## config.mk

```make
export PLATFORM = sky130hd
export DESIGN_NAME = apf_aux_pin_ctrl
export DESIGN_NICKNAME = d
export VERILOG_FILES = /design/src/apf_pkg.sv /design/src/apf_aux_pin_ctrl.sv /design/src/apf_dmic_capture.sv /design/src/apf_pulse_gen.sv
export VERILOG_INCLUDE_DIRS = /design/src
export SDC_FILE = /design/constraint.sdc
export NUM_CORES = 1
export LEC_CHECK = 0
export ABC_AREA = 1
export BUFFER_PORTS_ARGS = -buffer_cell sky130_fd_sc_hd__buf_2
export CAP_MARGIN = 40
export CORE_MARGIN = 4
export CORE_UTILIZATION = 55
export DETAILED_ROUTE_END_ITERATION = 8
export PLACE_DENSITY = 0.75
export REMOVE_ABC_BUFFERS = 1
export SYNTH_ARGS = -nofsm -noshare
export SYNTH_HDL_FRONTEND = slang
export SYNTH_HIERARCHICAL = 1
export SYNTH_SLANG_ARGS = --single-unit
```

## constraint.sdc

```tcl
create_clock -name mclk -period 2.2 [get_ports mclk]
set_input_delay 0.44 -clock mclk [delete_from_list [all_inputs] [get_ports mclk]]
set_output_delay 0.44 -clock mclk [all_outputs]
set_load 0.02 [all_outputs]
```

## src/apf_consts.svh

```systemverilog
// Register offsets, field positions, reset values and timing counts for the aux pin block.
`ifndef APF_CONSTS_SVH
`define APF_CONSTS_SVH

// ----------------------------------------
// Register offsets
// ----------------------------------------
`define APF_AUX_CTRL_ADDR     7'h63
`define APF_BUS_GPIO_ADDR     7'h64
`define APF_IRQ_FLAGS_ADDR    7'h60

// ----------------------------------------
// Field positions
// ----------------------------------------
`define APF_AUX_FUNC_HI       7
`define APF_AUX_FUNC_LO       4
`define APF_AUX_OUT_BIT       3
`define APF_AUX_IN_BIT        2
`define APF_AUX_DUR_BIT       1
`define APF_SDA_CTL_HI        7
`define APF_SDA_CTL_LO        6
`define APF_SDA_OUT_BIT       5
`define APF_SDA_IN_BIT        4
`define APF_SCL_CTL_HI        3
`define APF_SCL_CTL_LO        2
`define APF_SCL_OUT_BIT       1
`define APF_SCL_IN_BIT        0

// ----------------------------------------
// Reset values
// ----------------------------------------
`define APF_AUX_CTRL_RESET    8'h00
`define APF_BUS_GPIO_RESET    8'h00

// ----------------------------------------
// Timing
// ----------------------------------------
`define APF_CLK_PERIOD_NS     10
`define APF_PULSE_NS          2000000
`define APF_PULSE_CYCLES      (`APF_PULSE_NS / `APF_CLK_PERIOD_NS)
`define APF_JACK_PULSE_NS     1750000
`define APF_JACK_PULSE_CYCLES (`APF_JACK_PULSE_NS / `APF_CLK_PERIOD_NS)

`endif

```

## src/apf_pkg.sv

```systemverilog
// Types shared by the aux pin function block.
package apf_pkg;

    typedef enum logic [3:0] {
        APF_FN_OFF      = 4'b0000,
        APF_FN_RSVD     = 4'b0001,
        APF_FN_JACK     = 4'b0010,
        APF_FN_GPI      = 4'b0011,
        APF_FN_GPO      = 4'b0100,
        APF_FN_DMIC0    = 4'b0101,
        APF_FN_DMIC1    = 4'b0110,
        APF_FN_DMIC2    = 4'b0111,
        APF_FN_BCLK     = 4'b1000,
        APF_FN_HS_BTN   = 4'b1001,
        APF_FN_ALL4     = 4'b1010,
        APF_FN_SC_AGC   = 4'b1011,
        APF_FN_SC0      = 4'b1100,
        APF_FN_SC1      = 4'b1101,
        APF_FN_AGC      = 4'b1110,
        APF_FN_BTN      = 4'b1111
    } apf_func_t;

    typedef enum logic [1:0] {
        APF_BP_NONE = 2'b00,
        APF_BP_IN   = 2'b01,
        APF_BP_OUT  = 2'b10,
        APF_BP_RSVD = 2'b11
    } apf_bus_mode_t;

    // Interrupt sources arriving as one-cycle event pulses.
    typedef struct packed {
        logic headset;
        logic button;
        logic short_ckt;
        logic agc_noise;
    } apf_irq_t;

    // Register bus request.
    typedef struct packed {
        logic       wr;
        logic       rd;
        logic [6:0] addr;
        logic [7:0] wdata;
    } apf_reg_req_t;

    // Open-drain or tristate pin: output, active-low enable.
    typedef struct packed {
        logic o;
        logic oe_n;
    } apf_pin_drv_t;

endpackage : apf_pkg

```

## src/apf_aux_pin_ctrl.sv

```systemverilog
// Function selection for the aux multifunction pin and bus-pin general purpose I/O.
// Function
// - Code 0000 disables pin; 0001 reserved.
// - Code 0010 outputs jack detect, 1.75 ms.
// - 0011 general input; 0100 general output.
// - 0101-0111 mic data, both clock edges.
// - Code 1000 makes pin serial bit clock.
// - Code 1001 outputs headset OR button.
// - Code 1010 outputs OR of four interrupts.
// - Code 1011 outputs short-circuit OR AGC noise.
// - Codes 1100, 1101 output short-circuit only.
// - Code 1110 outputs AGC noise only.
// - Code 1111 outputs button press interrupt.
// - Bit D3 sets general output level.
// - Read-only D2 shows input pin level.
// - D1 zero: single 2 ms pulse.
// - D1 one: repeat until flags read.
// - SDA field: unused, input, output, reserved.
// - Bus pins only pull low, never drive.
// - D5 sets SDA output; D4 reads SDA.
// - SCL field at D3-D2, same encoding.
// - D1 sets SCL output; D0 reads SCL.
// - Bus pin controls only active in SPI.
`timescale 1ns/1ps
`default_nettype none

`include "apf_consts.svh"

module apf_aux_pin_ctrl
(
    input  wire logic                 mclk,
    input  wire logic                 reset_n,
    input  wire apf_pkg::apf_reg_req_t reg_req,
    output logic [7:0]                reg_rdata,
    input  wire apf_pkg::apf_irq_t    irq_evt,
    input  wire logic                 spi_select,
    input  wire logic                 bclk_out_en,
    input  wire logic                 bclk_out,
    output logic                      bclk_in,
    input  wire logic                 dmic_clk,
    output logic                      dmic_rise_data,
    output logic                      dmic_fall_data,
    output logic                      dmic_valid,
    input  wire logic                 aux_in,
    output apf_pkg::apf_pin_drv_t     aux_drv,
    input  wire logic                 sda_in,
    output apf_pkg::apf_pin_drv_t     sda_gpio_drv,
    output logic                      sda_gpio_active,
    input  wire logic                 scl_in,
    output apf_pkg::apf_pin_drv_t     scl_gpio_drv,
    output logic                      scl_gpio_active
);
    import apf_pkg::*;

    localparam logic [17:0] PULSE_LEN = 18'(`APF_PULSE_CYCLES);
    localparam logic [17:0] JACK_LEN  = 18'(`APF_JACK_PULSE_CYCLES);

    // ----------------------------------------
    // Registers
    // ----------------------------------------
    logic [7:0] aux_ctrl_q;
    logic [7:0] aux_ctrl_d;
    logic [7:0] bus_gpio_q;
    logic [7:0] bus_gpio_d;
    logic [7:0] rdata_q;
    logic [7:0] rdata_d;
    logic       aux_in_q;
    logic       sda_in_q;
    logic       scl_in_q;

    apf_func_t     func;
    apf_bus_mode_t sda_mode;
    apf_bus_mode_t scl_mode;
    logic          flags_read;

    assign func     = apf_func_t'(aux_ctrl_q[`APF_AUX_FUNC_HI:`APF_AUX_FUNC_LO]);
    assign sda_mode = apf_bus_mode_t'(bus_gpio_q[`APF_SDA_CTL_HI:`APF_SDA_CTL_LO]);
    assign scl_mode = apf_bus_mode_t'(bus_gpio_q[`APF_SCL_CTL_HI:`APF_SCL_CTL_LO]);
    // Reading the interrupt flags register acknowledges repeated pulses.
    assign flags_read = reg_req.rd && (reg_req.addr == `APF_IRQ_FLAGS_ADDR);

    always_comb
    begin
        aux_ctrl_d = aux_ctrl_q;
        bus_gpio_d = bus_gpio_q;
        rdata_d    = rdata_q;
        if (reg_req.wr && reg_req.addr == `APF_AUX_CTRL_ADDR)
        begin
            aux_ctrl_d = reg_req.wdata & 8'hfa;
        end
        if (reg_req.wr && reg_req.addr == `APF_BUS_GPIO_ADDR)
        begin
            bus_gpio_d = reg_req.wdata & 8'hee;
        end
        if (reg_req.rd)
        begin
            case (reg_req.addr)
                `APF_AUX_CTRL_ADDR:
                begin
                    rdata_d = aux_ctrl_q;
                    rdata_d[`APF_AUX_IN_BIT] = aux_in_q;
                end
                `APF_BUS_GPIO_ADDR:
                begin
                    rdata_d = bus_gpio_q;
                    rdata_d[`APF_SDA_IN_BIT] = sda_in_q;
                    rdata_d[`APF_SCL_IN_BIT] = scl_in_q;
                end
                default:
                begin
                    rdata_d = 8'h00;
                end
            endcase
        end
    end

    always_ff @(posedge mclk)
    begin
        if (!reset_n)
        begin
            aux_ctrl_q <= `APF_AUX_CTRL_RESET;
            bus_gpio_q <= `APF_BUS_GPIO_RESET;
            rdata_q    <= 8'h00;
            aux_in_q   <= 1'b0;
            sda_in_q   <= 1'b0;
            scl_in_q   <= 1'b0;
        end
        else
        begin
            aux_ctrl_q <= aux_ctrl_d;
            bus_gpio_q <= bus_gpio_d;
            rdata_q    <= rdata_d;
            aux_in_q   <= aux_in;
            sda_in_q   <= sda_in;
            scl_in_q   <= scl_in;
        end
    end

    assign reg_rdata = rdata_q;

    // ----------------------------------------
    // Interrupt selection and pulse shaping
    // ----------------------------------------
    logic irq_trig;
    logic irq_pulse;
    logic jack_pulse;

    always_comb
    begin
        case (func)
            APF_FN_HS_BTN: irq_trig = irq_evt.headset | irq_evt.button;
            APF_FN_ALL4:   irq_trig = |irq_evt;
            APF_FN_SC_AGC: irq_trig = irq_evt.short_ckt | irq_evt.agc_noise;
            APF_FN_SC0,
            APF_FN_SC1:    irq_trig = irq_evt.short_ckt;
            APF_FN_AGC:    irq_trig = irq_evt.agc_noise;
            APF_FN_BTN:    irq_trig = irq_evt.button;
            default:       irq_trig = 1'b0;
        endcase
    end

    apf_pulse_gen u_irq_pulse
    (
        .mclk        (mclk),
        .reset_n     (reset_n),
        .trig        (irq_trig),
        .repeat_mode (aux_ctrl_q[`APF_AUX_DUR_BIT]),
        .ack         (flags_read),
        .len         (PULSE_LEN),
        .pulse       (irq_pulse)
    );

    apf_pulse_gen u_jack_pulse
    (
        .mclk        (mclk),
        .reset_n     (reset_n),
        .trig        (func == APF_FN_JACK && irq_evt.headset),
        .repeat_mode (1'b0),
        .ack         (1'b0),
        .len         (JACK_LEN),
        .pulse       (jack_pulse)
    );

    // ----------------------------------------
    // Microphone capture
    // ----------------------------------------
    logic dmic_en;

    assign dmic_en = (func == APF_FN_DMIC0) || (func == APF_FN_DMIC1) ||
                     (func == APF_FN_DMIC2);

    apf_dmic_capture u_dmic
    (
        .mclk       (mclk),
        .reset_n    (reset_n),
        .enable     (dmic_en),
        .dmic_clk   (dmic_clk),
        .data_in    (aux_in),
        .rise_data  (dmic_rise_data),
        .fall_data  (dmic_fall_data),
        .data_valid (dmic_valid)
    );

    // ----------------------------------------
    // Aux pin driver
    // ----------------------------------------
    always_comb
    begin
        aux_drv.o    = 1'b0;
        aux_drv.oe_n = 1'b1;
        bclk_in      = 1'b0;
        case (func)
            APF_FN_OFF,
            APF_FN_RSVD,
            APF_FN_GPI,
            APF_FN_DMIC0,
            APF_FN_DMIC1,
            APF_FN_DMIC2:
            begin
                aux_drv.oe_n = 1'b1;
            end
            APF_FN_JACK:
            begin
                aux_drv.o    = jack_pulse;
                aux_drv.oe_n = 1'b0;
            end
            APF_FN_GPO:
            begin
                aux_drv.o    = aux_ctrl_q[`APF_AUX_OUT_BIT];
                aux_drv.oe_n = 1'b0;
            end
            APF_FN_BCLK:
            begin
                aux_drv.o    = bclk_out;
                aux_drv.oe_n = !bclk_out_en;
                bclk_in      = aux_in;
            end
            default:
            begin
                aux_drv.o    = irq_pulse;
                aux_drv.oe_n = 1'b0;
            end
        endcase
    end

    // ----------------------------------------
    // Bus pins as open-drain general purpose I/O
    // ----------------------------------------
    // Gated by SPI select
    assign sda_gpio_active = spi_select && (sda_mode == APF_BP_IN || sda_mode == APF_BP_OUT);
    assign scl_gpio_active = spi_select && (scl_mode == APF_BP_IN || scl_mode == APF_BP_OUT);

    // Pull low only in output mode
    assign sda_gpio_drv.o    = 1'b0;
    assign sda_gpio_drv.oe_n = !(spi_select && sda_mode == APF_BP_OUT &&
                                 !bus_gpio_q[`APF_SDA_OUT_BIT]);
    assign scl_gpio_drv.o    = 1'b0;
    assign scl_gpio_drv.oe_n = !(spi_select && scl_mode == APF_BP_OUT &&
                                 !bus_gpio_q[`APF_SCL_OUT_BIT]);

    // ----------------------------------------
    // Checks
    // ----------------------------------------
    property p_gpo_level;
        @(posedge mclk) disable iff (!reset_n)
        (func == APF_FN_GPO) |-> (!aux_drv.oe_n && aux_drv.o == aux_ctrl_q[3]);
    endproperty
    a_gpo_level: assert property (p_gpo_level) else $error("aux output level wrong");

    property p_off_released;
        @(posedge mclk) disable iff (!reset_n)
        (func == APF_FN_OFF || func == APF_FN_GPI) |-> aux_drv.oe_n;
    endproperty
    a_off_released: assert property (p_off_released) else $error("aux driven when off");

    property p_no_sda_high;
        @(posedge mclk) disable iff (!reset_n)
        !sda_gpio_drv.oe_n |-> !sda_gpio_drv.o;
    endproperty
    a_no_sda_high: assert property (p_no_sda_high) else $error("SDA driven high");

    property p_spi_gate;
        @(posedge mclk) disable iff (!reset_n)
        !spi_select |-> (sda_gpio_drv.oe_n && scl_gpio_drv.oe_n);
    endproperty
    a_spi_gate: assert property (p_spi_gate) else $error("bus pin driven outside SPI");

    property p_in_readback;
        @(posedge mclk) disable iff (!reset_n)
        reg_req.rd && reg_req.addr == `APF_AUX_CTRL_ADDR |=> reg_rdata[2] == $past(aux_in, 2);
    endproperty
    a_in_readback: assert property (p_in_readback) else $error("aux input readback wrong");

    property p_rsvd_zero;
        @(posedge mclk) disable iff (!reset_n)
        aux_ctrl_q[0] == 1'b0;
    endproperty
    a_rsvd_zero: assert property (p_rsvd_zero) else $error("reserved bit set");

    property p_single_pulse;
        @(posedge mclk) disable iff (!reset_n)
        (func == APF_FN_SC0 && !aux_ctrl_q[1] && irq_evt.short_ckt && !irq_pulse
         && !u_irq_pulse.busy_q) |=> irq_pulse [*8];
    endproperty
    a_single_pulse: assert property (p_single_pulse) else $error("pulse not started");

    property p_scl_low;
        @(posedge mclk) disable iff (!reset_n)
        (spi_select && scl_mode == APF_BP_OUT && !bus_gpio_q[1]) |-> !scl_gpio_drv.oe_n;
    endproperty
    a_scl_low: assert property (p_scl_low) else $error("SCL not pulled low");

endmodule : apf_aux_pin_ctrl

`default_nettype wire

```

## src/apf_dmic_capture.sv

```systemverilog
// Digital microphone data capture on both edges of the microphone clock.
`timescale 1ns/1ps
`default_nettype none

module apf_dmic_capture
(
    input  wire logic mclk,
    input  wire logic reset_n,
    input  wire logic enable,
    input  wire logic dmic_clk,
    input  wire logic data_in,
    output logic      rise_data,
    output logic      fall_data,
    output logic      data_valid
);
    import apf_pkg::*;

    logic clk_prev_q;
    logic clk_prev_d;
    logic rise_q;
    logic rise_d;
    logic fall_q;
    logic fall_d;
    logic vld_q;
    logic vld_d;

    always_comb
    begin
        clk_prev_d = dmic_clk;
        rise_d     = rise_q;
        fall_d     = fall_q;
        vld_d      = 1'b0;
        if (enable && dmic_clk && !clk_prev_q)
        begin
            rise_d = data_in;
        end
        if (enable && !dmic_clk && clk_prev_q)
        begin
            fall_d = data_in;
            vld_d  = 1'b1;
        end
    end

    always_ff @(posedge mclk)
    begin
        if (!reset_n)
        begin
            clk_prev_q <= 1'b0;
            rise_q     <= 1'b0;
            fall_q     <= 1'b0;
            vld_q      <= 1'b0;
        end
        else
        begin
            clk_prev_q <= clk_prev_d;
            rise_q     <= rise_d;
            fall_q     <= fall_d;
            vld_q      <= vld_d;
        end
    end

    assign rise_data  = rise_q;
    assign fall_data  = fall_q;
    assign data_valid = vld_q;

endmodule : apf_dmic_capture

`default_nettype wire

```

## src/apf_pulse_gen.sv

```systemverilog
// Interrupt pulse shaper: single pulse or repeated pulses until acknowledged.
`timescale 1ns/1ps
`default_nettype none

`include "apf_consts.svh"

module apf_pulse_gen
(
    input  wire logic        mclk,
    input  wire logic        reset_n,
    input  wire logic        trig,
    input  wire logic        repeat_mode,
    input  wire logic        ack,
    input  wire logic [17:0] len,
    output logic             pulse
);
    import apf_pkg::*;

    logic [17:0] cnt_q;
    logic [17:0] cnt_d;
    logic        busy_q;
    logic        busy_d;
    logic        pend_q;
    logic        pend_d;
    logic        hi_q;
    logic        hi_d;

    always_comb
    begin
        cnt_d  = cnt_q;
        busy_d = busy_q;
        pend_d = pend_q;
        hi_d   = hi_q;
        // Pending stays armed in repeat mode; a new event wins over the ack.
        if (trig)
        begin
            pend_d = repeat_mode;
        end
        else if (ack || !repeat_mode)
        begin
            pend_d = 1'b0;
        end
        if (!busy_q)
        begin
            if (trig || pend_q)
            begin
                busy_d = 1'b1;
                hi_d   = 1'b1;
                cnt_d  = len - 18'h00001;
            end
        end
        else if (cnt_q != 18'h00000)
        begin
            cnt_d = cnt_q - 18'h00001;
        end
        else if (hi_q && pend_d)
        begin
            // Low gap between repeated pulses, one cycle longer than the pulse.
            hi_d  = 1'b0;
            cnt_d = len - 18'h00001;
        end
        else
        begin
            busy_d = 1'b0;
            hi_d   = 1'b0;
        end
    end

    always_ff @(posedge mclk)
    begin
        if (!reset_n)
        begin
            cnt_q  <= 18'h00000;
            busy_q <= 1'b0;
            pend_q <= 1'b0;
            hi_q   <= 1'b0;
        end
        else
        begin
            cnt_q  <= cnt_d;
            busy_q <= busy_d;
            pend_q <= pend_d;
            hi_q   <= hi_d;
        end
    end

    assign pulse = hi_q;

endmodule : apf_pulse_gen

`default_nettype wire

```

### After elaboration in Yosys (flattened, before gate mapping)

Index checks and enable logic that the tools add are counted.

* register bits: 68
* output and inout bits: 20

* add/subtract/negate cells: 2
* equality and inequality tests: 26
* muxes and demuxes: 28
* bitwise logic cells: 2
* reduce and logical (&&, ||, !) cells: 41

Operator list (number)
* 2-to-1 mux 18 bit: 7
* nonzero test 18 bit: 2
* subtractor 18 x 1 -> 18 bit, second input constant: 2
* equality test 4 bit, second input constant: 8
* equality test 7 bit, second input constant: 3
* 2-to-1 mux 1 bit: 17
* equality test 4 x 3 -> 1 bit, second input constant: 4
* case mux 8 bit (2 select lines): 1
* logical AND 1 bit: 15
* equality test 4 x 2 -> 1 bit, second input constant: 2
* zero test 1 bit: 8
* AND reduction 2 bit: 4
* logical OR 1 bit: 6
* != test 2 bit, second input constant: 3
* case mux 1 bit (6 select lines): 1
* OR reduction 6 bit: 1
* equality test 2 x 1 -> 1 bit, second input constant: 2
* equality test 2 bit, second input constant: 2
* equality test 4 x 1 -> 1 bit, second input constant: 1
* zero test 4 bit: 1
* case mux 1 bit (4 select lines): 1
* nonzero test 2 bit: 2
* OR reduction 4 bit: 1
* != test 3 bit, second input constant: 1
* 3 further kinds: 4

### Longest topological paths before layout

* depth after elaboration: 9
* mapped depth: 17

### By module

Netlist, hierarchy kept.

Modules (own cells, without submodules)
* apf_pulse_gen at u_jack_pulse: times used 1, cells each 343, area each 1865.5 µm²
* apf_pulse_gen at u_irq_pulse: times used 1, cells each 335, area each 1848.0 µm²
* apf_aux_pin_ctrl: times used 1, cells each 201, area each 1305.0 µm²
* apf_dmic_capture: times used 1, cells each 22, area each 157.7 µm²

### Worst setup path before layout

No wires, ideal clock.

* path kind: input-to-reg
* start: in reg_req[15] in the netlist's numbering
* end: reg u_irq_pulse.cnt_q[12]
* setup time: 0.112 ns
* arrival: 1.782 ns
* data required time: 2.088 ns
* setup slack: 0.306 ns
* cell stages on the path: 14
* path buffers: 3
* path through: buf_2 -> buf_2 -> nand3_1 -> nor4_1 -> nand2_1 -> nand3_1 -> o21ai_1 -> inv_1 -> nand2_2 -> buf_6 -> nand2_4 -> inv_4 -> nand2_1 -> nand2_1

* cells in the longest elaborated chain, start to end: 7

RTL lines
* start: declaration: line apf_aux_pin_ctrl.sv:33 `input wire apf_pkg::apf_reg_req_t reg_req,`
* logical AND 1 bit: line apf_aux_pin_ctrl.sv:80 `` assign flags_read = reg_req.rd && (reg_req.addr == `APF_IRQ_FLAGS_ADDR); ``
* via flags_read: line apf_aux_pin_ctrl.sv:74 `logic flags_read;`
* logical OR 1 bit: line apf_pulse_gen.sv:39 `else if (ack || !repeat_mode)`
* 2-to-1 mux 1 bit: line apf_pulse_gen.sv:39
* 2-to-1 mux 1 bit: line apf_pulse_gen.sv:35 `if (trig)`
* logical AND 1 bit: line apf_pulse_gen.sv:56 `else if (hi_q && pend_d)`
* != test 3 bit (no source line)
* AND reduction 2 bit (no source line)
* end signal: assignment: line apf_pulse_gen.sv:80 `cnt_q <= cnt_d;`
* end: declaration: line apf_pulse_gen.sv:19 `logic [17:0] cnt_q;`

The timed path passes the listed nets, and every way through them passes these cells.
A chain may end at the register's enable or synchronous reset.

### Worst setup path after layout

* start: reg aux_ctrl_q[4]
* end: reg u_irq_pulse.cnt_q[13]

* cells in the longest elaborated chain, start to end: 7

RTL lines
* start: declaration: line apf_aux_pin_ctrl.sv:61 `logic [7:0] aux_ctrl_q;`
* start signal: assignment: line apf_aux_pin_ctrl.sv:121 `` aux_ctrl_q <= `APF_AUX_CTRL_RESET; ``
* start signal: assignment: line apf_aux_pin_ctrl.sv:130 `aux_ctrl_q <= aux_ctrl_d;`
* equality test 4 bit: line apf_aux_pin_ctrl.sv:150 `case (func)`
* OR reduction 2 bit: line apf_aux_pin_ctrl.sv:150
* case mux 1 bit (6 select lines) (*): line apf_aux_pin_ctrl.sv:150
* via irq_trig: line apf_aux_pin_ctrl.sv:144 `logic irq_trig;`
* 2-to-1 mux 1 bit: line apf_pulse_gen.sv:35
* logical AND 1 bit: line apf_pulse_gen.sv:56
* != test 3 bit (no source line)
* AND reduction 2 bit (no source line) (*)

The timed path passes the listed nets; every way through them passes the cells marked *.

==> impl_metrics.py <==
metrics = {
    "logic_synthesis": {
        "ys_types": 36,
        "post-synth-top-area-fraction": 0.267,
        "netlist_top_cells_area": "dfxtp_1 (27%), nand2_1 (22%), nor2_1 (12%)",
        "synth_edf_count": 0,
        "ys.flop_type": "dfxtp_1",
        "synth_warnings": 6,
        "synth_seq_cells": 69,
        "synthCells": 901,
        "syn_area_sq_um": 5180,
        "synth.largest_area_cell": "dfxtp_1",
        "synthArstFlopShare": 0,
        "syn_avg_cell_area_sq_um": 5.74,
        "synth_seq_area_share": 0.267,
    },
    "cts": {
        "ctsHoldBuffers": 0,
        "h-tree-depth": 3,
        "cts_tree": "yes",
        "post-cts-setup-buffer-count": 0,
        "cts_buffer_depth": 2,
        "path_clk_slew_ns": 0.08,
        "cts_resized": 0,
        "cts_made_buffers": 9,
        "cts.sinks": 69,
        "clockRootBuffer": "clkbuf_8",
        "insertion_delay_ns": 0.34,
    },
    "layout": {
        "area_delta_synth_final_pct": 19.6,
        "nets": 1109,
        "antenna_cells": 0,
        "final_common_cell": "nand2_1",
        "layout_common_cells": "nand2_1 (304), nor2_1 (164), conb_1 (121)",
        "drive_gt1_frac": 0.109,
    },
    "sta": {
        "layout_min_cycle_time_ns": 1.99,
        "hold_viol": 0,
        "fin_tns_setup_ns": 0,
        "fin_skew_ns": 0.0117,
        "final_max_slew_viol_count": 0,
        "post-route-period-util": 0.903,
        "max_freq_mhz": 504,
        "setup_viol_count_final": 0,
        "rsz0062_at_grt": "no",
    },
    "global_route": {
        "grt_pass1_vias": 4751,
        "grt_max_degree": 22,
        "antenna_found_initial": 0,
        "grtUsageTotal": 0.222,
        "grt_pass1_wl_mm": 20.9,
        "grt.overflow.total": 0,
    },
    "drt": {
        "drtIter0Drc": 230,
        "antenna_left": 0,
        "vias": 5384,
        "routedWlPerCell_microns": 9.84,
        "routed_wl_mm": 11.7,
        "drcViolationCount": 0,
        "first_pass_iters": 5,
        "avgViaCountPerCell": 4.53,
    },
    "die": {
        "chipWidth_microns": 105,
        "die_area_sq_um": 11000,
        "ios": 50,
        "core-area_sq_um": 9200,
        "num_rows": 35,
        "initial_core_util": 0.563,
        "die-height_microns": 105,
    },
    "setup_path": {
        "crit_path_max_fanout": 11,
        "r2r-start": "aux_ctrl_q[4]",
        "crit_required_ns": 2.47,
        "start_kind": "flop",
        "setup.worst_path.start": "aux_ctrl_q[4]",
        "rrSetupSlack_ns": 0.21,
        "r2r_end": "u_irq_pulse/cnt_q[13]",
        "crit_type": "flop to flop",
        "rr_worst_depth": 14,
        "worst_ep_arrival_time_ns": 2.26,
        "end_kind": "flop",
    },
    "placed_design": {
        "port_buffers": 46,
        "gp_congestion": 0.887,
        "dp_hpwl_mm": 9.16,
    },
    "power_and_ir_drop": {
        "p_per_area_nw_per_um2": 403,
        "power_mw": 2.50,
        "ir_drop_mv": 0.248,
        "p_leak_nw": 3.59,
    },
    "worst_hold_path": {
        "min_path_type": "primary input to flop",
        "hold_end": "scl_in_q",
        "hold_start": "scl_in",
        "holdPathStages": 3,
    },
    "flow_run": {
        "cap_viol_max_count": 0,
    },
    "status": {
        "outcome": "finished clean",
    },
}
[layer usage]
metal / global-route usage / up-vias / wire, microns
li1: - / 3007 / -
met1: 0.291 / 2260 / 5460
met2: 0.380 / 104 / 5620
met3: 0.0272 / 13 / 468
met4: 0.0712 / 0 / 141
met5: 0 / - / 0
[critical path: stages, from the launching register on]
cell     delay, ns
dfxtp_1       0.39
inv_1         0.11
nand3_1       0.08
nand3_1       0.08
nand3_1       0.07
nand2_1       0.07
or2_2         0.29
nand3_1       0.10
o21ai_1       0.08
inv_1         0.13
nand2_4       0.11
nor2_2        0.14
buf_12        0.14
nand2_1       0.04
o21ai_0       0.07
[metrics by stage]
step,hold slack (ns),setup WS [ns],utilization,cells,area [sq um]
floorplan,0.440,0.201,-,998,5480
global placement,0.458,0.0605,0.652,1173,5990
detailed placement,0.463,0.0441,0.652,1173,5990
CTS,0.262,0.0478,0.671,1189,6170
global route,0.268,0.0229,0.673,1189,6190
finish,0.270,0.214,0.673,1189,6190
[how the worst max path moves through the flow]
stage,cells after the start,to,slack (ns)
finish,14,u_irq_pulse/cnt_q[13],0.21
global route,14,u_irq_pulse/cnt_q[13],0.02
CTS,13,u_jack_pulse/cnt_q[1],0.05
detailed placement,14,u_irq_pulse/cnt_q[13],0.04
global placement,14,u_irq_pulse/cnt_q[2],0.06
floorplan,10,u_jack_pulse/cnt_q[2],0.20
[cell usage after synthesis, types with 3 or more instances]
library cell  instances
a21oi_1              12
buf_2                 4
buf_4                 9
buf_6                 3
clkbuf_1              5
dfxtp_1              69
ha_1                  6
inv_1               109
inv_2                 3
nand2_1             304
nand2_2               7
nand3_1              85
nand3_2               6
nand3b_1              9
nand4_1              15
nor2_1              164
nor2_2               10
nor2_4                3
nor3_1                3
o21ai_0              24
o21ai_1               8
xnor2_1              19
xor2_1                8
[area by class of cell]
type	instances	area (sq um)
repair buffers	64	378
multi-input cells	815	3690
fillers	919	3010
clock buffers	9	124
inverters	114	430
clock inverters	7	48.8
well taps	111	139
flip-flops and latches	69	1380
[power by group]
group	internal (mW)	switching (mW)
Clock	0.412	0.509
Sequential	1.26	0.00706
Combinational	0.111	0.196
Total	1.78	0.712
[kinds of logic after synthesis]
family | synth area share
XOR/XNOR | 0.0457
buffers and inverters | 0.111
flip-flops | 0.267
other | 0.00145
AO/OA/AOI/OAI | 0.0469
adder cells (fa/ha/maj) | 0.0145
AND/OR/NAND/NOR | 0.513
[registers in the layout, indices dropped and copies added (netlist names)]
signal               cells
bus_gpio_q               6
scl_in_q                 1
u_irq_pulse/pulse        1
reg_rdata                8
sda_in_q                 1
u_irq_pulse/busy_q       1
u_jack_pulse/pend_q      1
u_jack_pulse/cnt_q      18
u_dmic/clk_prev_q        1
u_dmic/fall_data         1
u_dmic/rise_data         1
aux_ctrl_q               6
u_dmic/data_valid        1
aux_in_q                 1
u_jack_pulse/busy_q      1
u_jack_pulse/pulse       1
u_irq_pulse/cnt_q       18
u_irq_pulse/pend_q       1
No activity file was read; power rests on OpenSTA's default activity.
